`config.mk`:
```
export PLATFORM = sky130hd
export DESIGN_NAME = wbp_watchdog_beeper
export DESIGN_NICKNAME = d
export VERILOG_FILES = /design/src/verilog/wbp_pkg.sv /design/src/verilog/wbp_tone_if.sv /design/src/verilog/wbp_tone_gen.sv /design/src/verilog/wbp_watchdog_beeper.sv
export VERILOG_INCLUDE_DIRS = /design/src /design/src/verilog
export SDC_FILE = /design/constraint.sdc
export NUM_CORES = 1
export LEC_CHECK = 0
export BUFFER_PORTS_ARGS = -buffer_cell sky130_fd_sc_hd__buf_4
export CORE_ASPECT_RATIO = 0.8
export CORE_MARGIN = 2
export CORE_UTILIZATION = 53
export DETAILED_ROUTE_END_ITERATION = 12
export GPL_TIMING_DRIVEN = 0
export PLACE_DENSITY_LB_ADDON = 0.3
export SYNTH_ARGS = -nofsm -noshare
export SYNTH_HDL_FRONTEND = slang
export SYNTH_SLANG_ARGS = --single-unit
```
`constraint.sdc`:
```
create_clock -name mclk -period 2.58 [get_ports mclk]
set_input_delay 0.258 -clock mclk [delete_from_list [all_inputs] [get_ports mclk]]
set_output_delay 0.258 -clock mclk [all_outputs]
set_load 0.01 [all_outputs]
```
`src/verilog/wbp_params.svh`:
```
// Constants for the watchdog and tone generator: offsets, fields, reset values and counts.
// How it works
// - Setting the run bit starts the 8-bit counter at the selected counting rate.
// - Every start loads the counter from the stored watchdog start value.
// - Counter overflow raises a watchdog interrupt request.
// - Control bit 3 routes overflow to the non-maskable or maskable request.
// - Maskable request is suppressed while the watchdog interrupt enable bit is clear.
// - Writing 1 to run bit while running reloads the counter and keeps counting.
// - Once started, no software write stops the watchdog.
// - Counting continues in idle mode and freezes during power-down.
// - Clock select codes 0..7 divide by 1, 8, 16, 32, 128, 512, 2048, 8192.
// - Tone select codes 0..3 divide the clock by 6000, 3000, 1600, 900.
// - Tone output is a square wave at the selected divided frequency.
`ifndef WBP_PARAMS_SVH
`define WBP_PARAMS_SVH

// Register indexes; the byte address is four times the index.
`define WBP_IDX_CONTROL      8'hf8
`define WBP_IDX_COUNT_VALUE  8'hf9
`define WBP_IDX_IRQ_ENABLE   8'hfa

// Control register field positions.
`define WBP_CTL_TONE_RUN     7
`define WBP_CTL_TONE_SEL_HI  6
`define WBP_CTL_TONE_SEL_LO  5
`define WBP_CTL_WDT_RUN      4
`define WBP_CTL_IRQ_TYPE     3
`define WBP_CTL_CLK_SEL_HI   2
`define WBP_CTL_CLK_SEL_LO   0

// Interrupt enable register field positions.
`define WBP_IEN_WDT_ENABLE   0
`define WBP_IEN_RUN_FLAG     1

// Reset values.
`define WBP_RST_CONTROL      8'h00
`define WBP_RST_COUNT_VALUE  8'h00
`define WBP_RST_IRQ_ENABLE   1'b0

// Tone dividers of the clock, and the half periods they give.
`define WBP_TONE_DIV0        6000
`define WBP_TONE_DIV1        3000
`define WBP_TONE_DIV2        1600
`define WBP_TONE_DIV3        900
`define WBP_TONE_HALF0       13'(`WBP_TONE_DIV0 / 2)
`define WBP_TONE_HALF1       13'(`WBP_TONE_DIV1 / 2)
`define WBP_TONE_HALF2       13'(`WBP_TONE_DIV2 / 2)
`define WBP_TONE_HALF3       13'(`WBP_TONE_DIV3 / 2)

`endif

```
`src/verilog/wbp_pkg.sv`:
```
// Types shared by the watchdog and tone generator modules.
package wbp_pkg;

  // Watchdog run state.
  typedef enum logic { WBP_WD_STOPPED, WBP_WD_COUNTING } wbp_wd_state_t;

  // Tone divider selection code.
  typedef logic [1:0] wbp_tone_sel_t;

  // Watchdog clock select code.
  typedef logic [2:0] wbp_clk_sel_t;

endpackage

```
`src/verilog/wbp_tone_if.sv`:
```
// Interface joining the register block to the tone generator.
`timescale 1ns/100ps
interface wbp_tone_if;
  import wbp_pkg::*;

  logic          toneEnable;
  wbp_tone_sel_t toneSelect;
  logic          toneLevel;

  // Register side drives the settings and reads the tone.
  modport ctl (output toneEnable, output toneSelect, input toneLevel);

  // Generator side.
  modport gen (input toneEnable, input toneSelect, output toneLevel);
endinterface

```
`src/verilog/wbp_tone_gen.sv`:
```
// Square-wave tone generator dividing the system clock.
`timescale 1ns/100ps
`include "wbp_params.svh"
module wbp_tone_gen
(
  // Clock and reset.
  input wire logic mclk,
  input wire logic rst,
  // Settings in, tone out.
  wbp_tone_if.gen  tone
);
  import wbp_pkg::*;

  logic [12:0] halfCount;
  logic [12:0] next_halfCount;
  logic        level;
  logic        next_level;
  logic [12:0] halfPeriod;

  // Half period in clock cycles for the selected tone.
  always_comb
  begin
    case (tone.toneSelect)
      2'h0:    halfPeriod = `WBP_TONE_HALF0;
      2'h1:    halfPeriod = `WBP_TONE_HALF1;
      2'h2:    halfPeriod = `WBP_TONE_HALF2;
      default: halfPeriod = `WBP_TONE_HALF3;
    endcase
  end

  // The level toggles every half period, giving a 50 percent square wave.
  // A change of tone takes effect at once; the comparison uses >= so a shorter
  // period never leaves the counter stranded above its new limit.
  always_comb
  begin
    next_halfCount = halfCount;
    next_level     = level;
    if (!tone.toneEnable)
    begin
      next_halfCount = 13'h0000;
      next_level     = 1'b0;
    end
    else if (halfCount >= halfPeriod - 13'h0001)
    begin
      next_halfCount = 13'h0000;
      next_level     = ~level;
    end
    else
    begin
      next_halfCount = halfCount + 13'h0001;
    end
  end

  // Tone registers.
  always_ff @(posedge mclk or posedge rst)
  begin
    if (rst)
    begin
      halfCount <= 13'h0000;
      level     <= 1'b0;
    end
    else
    begin
      halfCount <= next_halfCount;
      level     <= next_level;
    end
  end

  assign tone.toneLevel = level;
endmodule

```
`src/verilog/wbp_watchdog_beeper.sv`:
```
// Watchdog counter and tone generator with an AHB-Lite register slave.
//
// Implementation choice: register access over AHB-Lite.
`timescale 1ns/100ps
`include "wbp_params.svh"
module wbp_watchdog_beeper
(
  // Clock and reset.
  input  wire logic        mclk,
  input  wire logic        rst,
  // AHB-Lite slave.
  input  wire logic        hsel,
  input  wire logic [31:0] haddr,
  input  wire logic [1:0]  htrans,
  input  wire logic        hwrite,
  input  wire logic [2:0]  hsize,
  input  wire logic [31:0] hwdata,
  input  wire logic        hready,
  output logic             hreadyout,
  output logic             hresp,
  output logic [31:0]      hrdata,
  // Power state from the power controller, same clock.
  input  wire logic        powerDown,
  // Watchdog interrupt requests.
  output logic             wdtNmi,
  output logic             wdtIrq,
  // Tone towards the shared port pin.
  output logic             toneOut
);
  import wbp_pkg::*;

  // Register map, one aligned word each, data in bits 7 to 0:
  //   control     - tone run, tone select, run bit, interrupt type, clock select.
  //   count value - a write sets the start value; a read returns the live counter.
  //   irq enable  - bit 0 enables the maskable request; bit 1 shows that the watchdog runs.
  // The run bit is an event, not storage, so it always reads 0 and a read-modify-write
  // of the control byte never restarts the watchdog by accident.

  // Bus phase tracking.
  logic       wrPend;
  logic       next_wrPend;
  logic [7:0] wrIdx;
  logic [7:0] next_wrIdx;
  logic       rdWait;
  logic       next_rdWait;
  logic [7:0] rdIdx;
  logic [7:0] next_rdIdx;
  logic       next_hreadyout;
  logic       next_hresp;
  logic [31:0] next_hrdata;
  logic       addrTaken;
  logic       idxValid;
  logic [7:0] addrIdx;

  // Register contents.
  logic [7:0] control;
  logic [7:0] next_control;
  logic [7:0] startValue;
  logic [7:0] next_startValue;
  logic       irqEnable;
  logic       next_irqEnable;
  logic       startReq;

  // Watchdog state.
  wbp_wd_state_t wdState;
  wbp_wd_state_t next_wdState;
  logic [7:0]  count;
  logic [7:0]  next_count;
  logic [12:0] prescale;
  logic [12:0] next_prescale;
  logic [12:0] tickMask;
  logic        tick;
  logic        overflow;
  logic        next_wdtNmi;
  logic        next_wdtIrq;
  logic        next_toneOut;

  // Tone generator link.
  wbp_tone_if toneLink ();

  // Word index of the address phase; only addresses below the register window
  // top decode, anything else is unmapped and answers OKAY with zero data.
  assign addrIdx   = haddr[9:2];
  assign idxValid  = (haddr[31:10] == 22'h000000) && (haddr[1:0] == 2'h0);
  assign addrTaken = hsel && hready && htrans[1];

  // Bus tracking: writes finish with no wait state, reads add one wait state
  // so that the data always reflects a write whose data phase just ended.
  // No address phase is taken during the wait, since hready is then low.
  always_comb
  begin
    next_wrPend    = 1'b0;
    next_wrIdx     = wrIdx;
    next_rdWait    = 1'b0;
    next_rdIdx     = rdIdx;
    next_hreadyout = 1'b1;
    next_hrdata    = hrdata;
    if (rdWait)
    begin
      next_hreadyout = 1'b1;
      next_hrdata    = 32'h00000000;
      case (rdIdx)
        `WBP_IDX_CONTROL:
          next_hrdata[7:0] = control;
        `WBP_IDX_COUNT_VALUE:
          next_hrdata[7:0] = count;
        `WBP_IDX_IRQ_ENABLE:
        begin
          next_hrdata[`WBP_IEN_WDT_ENABLE] = irqEnable;
          next_hrdata[`WBP_IEN_RUN_FLAG]   = (wdState == WBP_WD_COUNTING);
        end
        default:
          next_hrdata = 32'h00000000;
      endcase
    end
    else if (addrTaken)
    begin
      if (hwrite)
      begin
        next_wrPend = 1'b1;
        next_wrIdx  = idxValid ? addrIdx : 8'h00;
      end
      else
      begin
        next_rdWait    = 1'b1;
        next_rdIdx     = idxValid ? addrIdx : 8'h00;
        next_hreadyout = 1'b0;
      end
    end
  end

  // Bus registers. The read data keep their value until the next read
  // completes.
  always_ff @(posedge mclk or posedge rst)
  begin
    if (rst)
    begin
      wrPend    <= 1'b0;
      wrIdx     <= 8'h00;
      rdWait    <= 1'b0;
      rdIdx     <= 8'h00;
      hreadyout <= 1'b1;
      hrdata    <= 32'h00000000;
    end
    else
    begin
      wrPend    <= next_wrPend;
      wrIdx     <= next_wrIdx;
      rdWait    <= next_rdWait;
      rdIdx     <= next_rdIdx;
      hreadyout <= next_hreadyout;
      hrdata    <= next_hrdata;
    end
  end

  // The slave never signals an error. The response still leaves through a flop
  // so that every bus output is registered and free of glitches.
  assign next_hresp = 1'b0;

  // Response register.
  always_ff @(posedge mclk or posedge rst)
  begin
    if (rst)
    begin
      hresp <= 1'b0;
    end
    else
    begin
      hresp <= next_hresp;
    end
  end

  // A write of 1 to the run bit asks for a start or a restart.
  // Only the data phase decides; an address phase alone never restarts.
  assign startReq = wrPend && (wrIdx == `WBP_IDX_CONTROL) && hwdata[`WBP_CTL_WDT_RUN];

  // Register writes happen in the data phase. The run bit is never stored, so
  // it always reads 0 and a start is a single event per write.
  always_comb
  begin
    next_control    = control;
    next_startValue = startValue;
    next_irqEnable  = irqEnable;
    if (wrPend)
    begin
      case (wrIdx)
        `WBP_IDX_CONTROL:
        begin
          next_control                  = hwdata[7:0];
          next_control[`WBP_CTL_WDT_RUN] = 1'b0;
        end
        `WBP_IDX_COUNT_VALUE:
          next_startValue = hwdata[7:0];
        `WBP_IDX_IRQ_ENABLE:
          next_irqEnable = hwdata[`WBP_IEN_WDT_ENABLE];
        default:
          next_control = control;
      endcase
    end
  end

  // Register storage. The values survive power-down; only reset clears
  // them.
  always_ff @(posedge mclk or posedge rst)
  begin
    if (rst)
    begin
      control    <= `WBP_RST_CONTROL;
      startValue <= `WBP_RST_COUNT_VALUE;
      irqEnable  <= `WBP_RST_IRQ_ENABLE;
    end
    else
    begin
      control    <= next_control;
      startValue <= next_startValue;
      irqEnable  <= next_irqEnable;
    end
  end

  // Divider mask: a tick comes when the masked prescaler bits are all ones,
  // so code 0 ticks every cycle and code 7 once in 8192 cycles.
  // Sharing one prescaler saves a counter per rate; the price is that a change
  // of clock select without a restart may bring the next tick early.
  always_comb
  begin
    case (wbp_clk_sel_t'(control[`WBP_CTL_CLK_SEL_HI:`WBP_CTL_CLK_SEL_LO]))
      3'h0:    tickMask = 13'h0000;
      3'h1:    tickMask = 13'h0007;
      3'h2:    tickMask = 13'h000f;
      3'h3:    tickMask = 13'h001f;
      3'h4:    tickMask = 13'h007f;
      3'h5:    tickMask = 13'h01ff;
      3'h6:    tickMask = 13'h07ff;
      default: tickMask = 13'h1fff;
    endcase
  end

  assign tick     = ((prescale & tickMask) == tickMask);

  // A restart in the very cycle of the wrap wins: the counter is reloaded instead
  // of wrapping, so no request is raised for a program that kicked in time.
  assign overflow = (wdState == WBP_WD_COUNTING) && !powerDown && !startReq && tick && (count == 8'hff);

  // Watchdog counting. There is no path from counting back to stopped other
  // than reset, which is what keeps a runaway program from disabling it.
  always_comb
  begin
    next_wdState  = wdState;
    next_count    = count;
    next_prescale = prescale;
    next_wdtNmi   = 1'b0;
    next_wdtIrq   = 1'b0;
    if (startReq)
    begin
      next_wdState  = WBP_WD_COUNTING;
      next_count    = startValue;
      next_prescale = 13'h0000;
    end
    else
    begin
      case (wdState)
        WBP_WD_COUNTING:
        begin
          // Power-down freezes everything; idle is not seen here and counts on.
          if (!powerDown)
          begin
            next_prescale = prescale + 13'h0001;
            if (tick)
            begin
              next_count = count + 8'h01;
            end
          end
        end
        default:
          next_wdState = wdState;
      endcase
    end
    // The type bit steers the overflow; the enable gates only the maskable path.
    if (overflow)
    begin
      if (control[`WBP_CTL_IRQ_TYPE])
      begin
        next_wdtNmi = 1'b1;
      end
      else
      begin
        next_wdtIrq = irqEnable;
      end
    end
  end

  // Watchdog registers. The request flops make both pulses exactly one
  // cycle long, whatever the counting rate.
  always_ff @(posedge mclk or posedge rst)
  begin
    if (rst)
    begin
      wdState  <= WBP_WD_STOPPED;
      count    <= 8'h00;
      prescale <= 13'h0000;
      wdtNmi   <= 1'b0;
      wdtIrq   <= 1'b0;
    end
    else
    begin
      wdState  <= next_wdState;
      count    <= next_count;
      prescale <= next_prescale;
      wdtNmi   <= next_wdtNmi;
      wdtIrq   <= next_wdtIrq;
    end
  end

  // Tone settings come straight from the control register.
  // A new tone select takes effect at once, without waiting for a period to end.
  assign toneLink.toneEnable = control[`WBP_CTL_TONE_RUN];
  assign toneLink.toneSelect = control[`WBP_CTL_TONE_SEL_HI:`WBP_CTL_TONE_SEL_LO];

  // Tone generator.
  wbp_tone_gen u_tone
  (
    .mclk (mclk),
    .rst  (rst),
    .tone (toneLink.gen)
  );

  // The port pin latch and direction live outside; software must set the latch
  // to 1 and the pin to output before the tone can reach the transducer.
  // A tone that runs while the pin is still an input is simply not heard.
  assign next_toneOut = toneLink.toneLevel;

  // Output flop for the tone; it adds one cycle of delay, which is harmless
  // against periods of hundreds of cycles.
  always_ff @(posedge mclk or posedge rst)
  begin
    if (rst)
    begin
      toneOut <= 1'b0;
    end
    else
    begin
      toneOut <= next_toneOut;
    end
  end

  // The transfer size is not checked: every register is one word.
  // A narrow write therefore still updates the whole register byte.
  logic unusedSize;
  assign unusedSize = ^hsize;
endmodule
```
# Yosys cells after proc, flatten, opt, wreduce, memory -nomap -nowiden
# Index checks and enable logic that the tools add are counted.
dict set report classes {
  addsub 4
  n_lt_le_gt_ge 1
  eq_ne 18
  mux 28
  n_bitwise 4
  n_reduce_logical 24
}
# cell n
set op_table {}
lappend op_table {{$pmux 13 s7} 1}
lappend op_table {{$mux 13} 5}
lappend op_table {{$eq 8x8->1 const B} 7}
lappend op_table {{$mux 8} 5}
lappend op_table {{$pmux 12 s3} 1}
lappend op_table {{$add 13x1->13 const B} 2}
lappend op_table {{$logic_not 22->1} 1}
lappend op_table {{$mux 1} 14}
lappend op_table {{$and 13x13->13} 1}
lappend op_table {{$eq 13x13->1} 1}
lappend op_table {{$ge 13x13->1} 1}
lappend op_table {{$sub 12x1->13 const B} 1}
lappend op_table {{$pmux 6 s2} 1}
lappend op_table {{$eq 3x3->1 const B} 3}
lappend op_table {{$logic_and 1x1->1} 9}
lappend op_table {{$reduce_and 3->1} 3}
lappend op_table {{$add 8x1->8 const B} 1}
lappend op_table {{$reduce_and 2->1} 4}
lappend op_table {{$eq 3x2->1 const B} 2}
lappend op_table {{$pmux 2 s3} 1}
lappend op_table {{$logic_not 2->1} 2}
lappend op_table {{$ne 2x1->1 const B} 2}
lappend op_table {{$reduce_bool 2->1} 2}
lappend op_table {{$eq 3x1->1 const B} 1}
lappend op_table {{other kinds (5)} 8}
dict set report word_totals {
  regBits 82
  in_bits 75
  out_inout_bits 37
}

# Depth between registers and ports, before layout
# Gate-level depths: netlist of run 1.
dict set report logic_depth {
  depth_word 8
  ltp_mapped 10
  depth_no_buf 10
}

# By module
# Synthesis of run 1 repeated with hierarchy kept, for this count alone.
dict set report unflattened {
  hier_cells 414
  hier_area_um2 4184.0
}
# mod instances cells_each area_each_um2
set by_module_without_submodules {}
lappend by_module_without_submodules {wbp_watchdog_beeper 1 316 3243.1}
lappend by_module_without_submodules {wbp_tone_gen 1 98 940.9}

# Least setup slack after synthesis of run 1
# Ideal clock, no wire load.
dict set report synth_path {
  path_kind {register -> register}
  from {register control[5]}
  to {register u_tone.halfCount[11]}
  t_arrival_ps 1968
  required_ps 2448
  slack_ps 480
  stages_incl_launch_ff 11
  path_buffers 1
  synth_period_minus_slack_ps 2100
  path_cell_list {dfrtp_1 inv_1 ha_1 inv_1 ha_1 o21ai_0 o21ai_0 a21oi_1 o211ai_1 clkbuf_1 nor2_1}
}
dict set report synth_between {
  elab_chain_len 6
  word_cells_on_any_way 8
  cone_classes {add/sub: 1; order compare: 1; eq/ne: 2; mux: 3; reduce/logical: 1}
}
# item line_no
set synth_lines {}
lappend synth_lines {{start, declared} wbp_watchdog_beeper.sv:56} ;# logic [7:0] control;
lappend synth_lines {{start signal, assigned} wbp_watchdog_beeper.sv:208} ;# control <= `WBP_RST_CONTROL;
lappend synth_lines {{start signal, assigned} wbp_watchdog_beeper.sv:214} ;# control <= next_control;
lappend synth_lines {{$eq 2x2->1, or another cell as far along} wbp_tone_gen.sv:23} ;# case (tone.toneSelect)
lappend synth_lines {{$pmux 12 s3 *} wbp_tone_gen.sv:23}
lappend synth_lines {{$sub 12x1->13 *} wbp_tone_gen.sv:43} ;# else if (halfCount >= halfPeriod - 13'h0001)
lappend synth_lines {{$ge 13x13->1 *} wbp_tone_gen.sv:43}
lappend synth_lines {{$mux 13 *} wbp_tone_gen.sv:43}
lappend synth_lines {{$mux 13 *} wbp_tone_gen.sv:38} ;# if (!tone.toneEnable)
lappend synth_lines {{named net u_tone.next_halfCount[11]} wbp_tone_gen.sv:15} ;# logic [12:0] next_halfCount;
lappend synth_lines {{end signal, assigned} wbp_tone_gen.sv:64} ;# halfCount <= next_halfCount;
lappend synth_lines {{end, declared} wbp_tone_gen.sv:14} ;# logic [12:0] halfCount;
# The timed path passes the listed nets; every way through them passes the cells marked *.
# A chain may end at the register's enable or synchronous reset.

# Final worst setup path of run 1
dict set report layout_path {
  from {register control[5]}
  to {register u_tone.halfCount[5]}
}
# The elaborated chain is that of the path after synthesis.

==> impl_metrics.yaml, run 1 <==
grt:
  grt_max_degree: 55
  use_met1_pct: 28.19
  track_usage_pct: 20.36
  grt_pass1_wl_mm: 13.92
  gr-total-overflow: 0
  antenna_found_initial: 0
  use_met3_pct: 4.209
  first_global_vias: 3036
  use_met2_pct: 32.17
  grt.busiest_layer: "met2"
floorplanning:
  initial_utilization_pct: 55.61
  ioPinCount: 112
  fp.dieH_um: 83.33
  die_x_um: 103.2
  dieArea_um2: 8596
  rows: 28
  core_area_um2: 7497
synthesis:
  ys.flop_type: "dfrtp_1"
  synth-edff-count: 0
  ys_seq_area_share_pct: 49.25
  synthCells: 433
  ys_ff_latch: 82
  ys.warnings.count: 0
  synth-async-reset-ratio_pct: 100.0
  syn_area_um2: 4169
  synth_area_leader_cell: "dfrtp_1"
  synth.top_cell.area_share_pct: 48.62
  avgSynthCellArea_um2: 9.628
  synth_area_leaders: "dfrtp_1 49%, ha_1 6.0%, nand2_1 5.4%"
  ys_types: 38
sta:
  slew-limit-headroom_pct: 58.42
  whs_ps: 109.3
  max_freq_mhz: 425.7
  setup_violations: 0
  skew_ps: 9.848
  drv_slew: 0
  period_minus_slack_ps: 2349
  worst_pin_slew_ps: 623.6
  rsz0062_at_grt: "no"
  tns_ps: 0
  fin_crit_sh_pct: 91.05
  finalHoldViolCount: 0
min_path:
  min_path_type: "in2reg"
setup_path:
  critPathRequiredTime_ps: 2820
  endpoint_kind: "register"
  start_kind: "register"
  critPathArrivalTime_ps: 2590
  cp_max_fo: 10
  critPathKind: "reg2reg"
clock_tree:
  clock-sinks: 82
  htreeDepth: 3
  path_clk_slew_ps: 90
  root_buffer: "clkbuf_8"
  numCtsBuffers: 9
  cts_setup_buffers: 0
  clk_latency_ps: 360
  cts_tree: "yes"
  cts_buffer_depth: 2
pwr:
  max-vdd-ir-drop_mv: 0.2591
  p_leak_uw: 0.002429
  p_per_area_nw_per_um2: 470.1
drt:
  routed_wl_mm: 8.163
  wl_per_cell_um: 12.77
  route.detailed.drc: 0
  num_vias: 3218
  viasPerCell: 5.036
  detail-route-antenna-nets: 0
  dr.pass1.iters: 5
  dr.first_iter.drc_count: 113
final_layout:
  layout.cells.most_common: "buf_4"
  fin_cells: 639
  mostFrequentLayoutCells: "83 x buf_4, 81 x dfrtp_1, 60 x nand2_1"
  syn_to_final_growth_pct: 21.70
  finish.utilization_pct: 67.67
  n_fill_cell: 617
  antenna_cells: 0
  drive_above_1_share_pct: 21.91
  finish.net_count: 624
placed_design:
  gp_congestion: 0.9063
  dp.cells: 622
  dp_hpwl_mm: 6.182
  io_buffers: 58
run:
  maxCapViolCount: 0
run_status:
  status: "finished clean"
synth_stat cells, drive strengths merged (2+ instances only):
cell type and n:
dfrtp 81, nand2 60, nor2 45, o21ai 26, buf 25, inv 22, ha 20, a21oi 18
nand3 18, xnor2 14, xor2 14, nor3 10, clkbuf 9, mux2 9, o22ai 9, mux2i 8
nor4 8, nand4 6, and3 4, nor3b 4, or3 4, nand3b 3, a211oi 2, nor2b 2
power by group:
group	internal, uW	leakage (uW)	switching, uW
registers	1290	0.00107	4.52
logic	82.5	0.00127	67.8
clock network	453	0.0000921	485
area by class of cell:
class / count / area, um^2 / share of cell area [%]
Clock buffer: 9 / 123.9 / 2.441
Inverter: 22 / 85.08 / 1.677
Sequential cell: 82 / 2053 / 40.47
Timing Repair Buffer: 60 / 473.0 / 9.322
Multi-Input combinational cell: 320 / 1906 / 37.56
Buffer: 34 / 222.7 / 4.390
Tap cell: 105 / 131.4 / 2.589
Clock inverter: 7 / 78.83 / 1.554
stage by stage:
| step | setup slack, ps | cell area (um^2) | power, uW |
|---|---|---|---|
| 5_1_grt | 8.320 | 5074 | 2476 |
| 3_3_place_gp | -658.1 | 4830 | 1465 |
| 2_1_floorplan | 215.2 | 4263 | 1399 |
| 6_report | 230.9 | 5074 | 2385 |
| 3_5_place_dp | 74.64 | 4860 | 1473 |
| 4_1_cts | 70.46 | 5072 | 2411 |
worst max-delay path, cell delays in order (launching register included):
cell	delay [ps]
dfrtp_1	460
inv_1	130
ha_1	300
inv_1	40
ha_1	250
o21ai_0	60
o21ai_0	150
a21oi_1	110
o211ai_1	360
clkbuf_2	300
nor2_1	80
per-layer routing:
metal | part of all wire [%] | vias up
met4 | 1.8 | 0
met1 | 45 | 1496
met2 | 48 | 92
li1 | - | 1613
met3 | 4.9 | 17
met5 | 0 | -
sequential cells by signal (all words and copies together) (netlist names):
register / flops
prescale: 13
u_tone.halfCount: 13
count: 8
hrdata: 8
rdIdx: 8
startValue: 8
wrIdx: 8
control: 7
hreadyout: 1
irqEnable: 1
rdWait: 1
toneOut: 1
u_tone.tone.toneLevel: 1
wdState: 1
wdtIrq: 1
wdtNmi: 1
wrPend: 1
logic make-up (layout without fill, tap and decap cells):
kind of cell | Yosys count | count (layout) | synth area share, %
compound gates | 60 | 60 | 8.433
buf+inv | 56 | 132 | 7.293
flops | 82 | 82 | 49.25
fa+ha+maj | 20 | 20 | 6.002
other cells | 1 | 26 | 0.08995
xor+xnor | 28 | 28 | 5.882
simple gates | 169 | 169 | 18.70
mux | 17 | 17 | 4.352
final timing paths:
kind / from / endpoint / slack (ps) / cells past startpoint
setup / recovery: control[5] / u_tone.halfCount[5] / 230 / 10
hold / removal: hwdata[7] / control[7] / 110 / 3
setup reg to reg: control[5] / u_tone.halfCount[5] / 230 / 10
hold reg to reg: u_tone.tone.toneLevel / toneOut / 410 / 0
max in group asynchronous: rst / wdtNmi / 1560 / 4
min in group asynchronous: rst / rdIdx[6] / 440 / 3
what timing repair did:
action | 4_1_cts | 5_1_grt
endpoints found under the hold margin | 27 | 0
setup endpoints to repair | 0 | 10
hold buffers | 1 | 0
gates resized for setup | 0 | 2
(Power assumes the default switching activity.)
==> run 2, diff against run 1 <==
--- a/config.mk
+++ b/config.mk
@@ -9,7 +9,7 @@
 export BUFFER_PORTS_ARGS = -buffer_cell sky130_fd_sc_hd__buf_4
 export CORE_ASPECT_RATIO = 0.8
 export CORE_MARGIN = 2
-export CORE_UTILIZATION = 53
+export CORE_UTILIZATION = 30
 export DETAILED_ROUTE_END_ITERATION = 12
 export GPL_TIMING_DRIVEN = 0
 export PLACE_DENSITY_LB_ADDON = 0.3
==> run 2 against run 1 <==
Against the previous run: sequential power is essentially flat; fmax shrank 0.16%; largest cell class unchanged; count of clock-buffer cells in the layout grew 3; critical path type unchanged; utilization shrank 29 points; cell count grew 12%; clock power grew 35%; worst hold slack gained 32 ps.
==> impl_metrics.yaml, run 2 (synthesis results as in run 1) <==
sta:
  skew_ps: 6.059
  whs_ps: 141.8
  worst_pin_slew_ps: 650.5
  setup_violations: 0
  slew-limit-headroom_pct: 56.63
  finalHoldViolCount: 0
  fin_crit_sh_pct: 91.20
  drv_slew: 0
  period_minus_slack_ps: 2353
  layout_setup_ws_ps: 227.0
  max_freq_mhz: 425.0
grt:
  grt_pass1_wl_mm: 14.62
  first_global_vias: 3038
  grt_max_degree: 68
  antenna_found_initial: 0
  gr-total-overflow: 0
  track_usage_pct: 12.66
final_layout:
  finish.net_count: 626
  mostFrequentLayoutCells: "85 x buf_4, 81 x dfrtp_1, 60 x nand2_1"
  largest_registers: "prescale: 13 flops, u_tone.halfCount: 13 flops"
  drive_above_1_share_pct: 21.83
  syn_to_final_growth_pct: 26.59
  antenna_cells: 0
  multi_input_area_um2: 1906
  layout.cells.most_common: "buf_4"
  finish.utilization_pct: 38.95
  n_fill_cell: 1367
  final_area_um2: 5278
  regArea_um2: 2053
  fin_cells: 716
drt:
  dr.pass1.iters: 4
  viasPerCell: 4.427
  num_vias: 3170
  dr.first_iter.drc_count: 111
  detail-route-antenna-nets: 0
  wl_per_cell_um: 12.15
  routed_wl_mm: 8.702
  route.detailed.drc: 0
placed_design:
  dp_hpwl_mm: 6.619
  dpl_worst_slack_ps: 19.66
  post_dp_cell_area_um2: 4954
  dp.cells: 697
  gp_congestion: 0.8186
  io_buffers: 58
run_status:
  status: "finished clean"
setup_path:
  start_kind: "register"
  cp_max_fo: 10
  endpoint_kind: "register"
  critPathKind: "reg2reg"
  critPathRequiredTime_ps: 2790
  critPathArrivalTime_ps: 2570
  r2r_slack_ps: 230
floorplanning:
  rows: 38
  die_x_um: 135.8
  dieArea_um2: 14860
  fp.dieH_um: 109.4
  core_area_um2: 13550
  initial_utilization_pct: 30.77
  ioPinCount: 112
pwr:
  p_per_area_nw_per_um2: 515.9
  p_leak_uw: 0.002490
  max-vdd-ir-drop_mv: 0.3015
clock_tree:
  cts_buffer_depth: 2
  clk_latency_ps: 330
  numCtsBuffers: 9
  htreeDepth: 3
  cts_tree: "yes"
  root_buffer: "clkbuf_16"
  clock-sinks: 82
  path_clk_slew_ps: 60
min_path:
  min_path_type: "in2reg"
run:
  maxCapViolCount: 0
run 2: repair_timing:
item / CTS / global route
gates resized for setup: 0 / 2
setup endpoints to repair: 0 / 10
hold endpoints to repair: 15 / 0
buffers inserted: 0 / 2
hold buffers: 1 / 0
run 2: cell type report:
cell class / instances / share of cell area [%]
Sequential cell: 82 / 38.90
Multi-Input combinational cell: 320 / 36.11
Timing Repair Buffer: 62 / 9.246
Clock buffer: 12 / 4.670
Tap cell: 180 / 4.267
Buffer: 34 / 4.220
Inverter: 22 / 1.612
Clock inverter: 4 / 0.9720
run 2: worst max-delay path, stage by stage (launching register included):
cell and delay (ps):
dfrtp_1 460, inv_1 130, ha_1 300, inv_1 40, ha_1 250, o21ai_0 70
o21ai_0 170, a21oi_1 120, o211ai_1 210, buf_4 170, clkbuf_2 230, nor2_1 80
run 2: worst paths after layout:
kind | startpoint | endpoint | depth (start not counted)
max in group asynchronous | rst | hreadyout | 4
hold reg to reg | u_tone.tone.toneLevel | toneOut | 0
hold / removal | hwdata[7] | control[7] | 3
min in group asynchronous | rst | u_tone.halfCount[2] | 3
setup / recovery | control[5] | u_tone.halfCount[4] | 11
setup reg to reg | control[5] | u_tone.halfCount[4] | 11
run 2: power breakdown:
| group | switching, uW | internal, uW | total [uW] |
|---|---|---|---|
| combinational | 69.0 | 82.6 | 152 |
| clock | 495 | 776 | 1270 |
| sequential | 5.05 | 1290 | 1300 |
run 2: per-layer routing:
metal / GRT usage (%) / vias to the layer above / part of all wire (%)
met2: 19.73 / 83 / 44
met1: 17.26 / 1462 / 50
met5: 0 / - / 0
li1: - / 1615 / -
met3: 3.320 / 10 / 5.2
met4: 4.018 / 0 / 1.3
run 2: stage by stage:
step	total power (uW)	TNS, ps
2_1_floorplan	1399	0
3_3_place_gp	1467	-59050
3_5_place_dp	1476	0
4_1_cts	2769	0
5_1_grt	2845	-69.63
6_report	2723	0
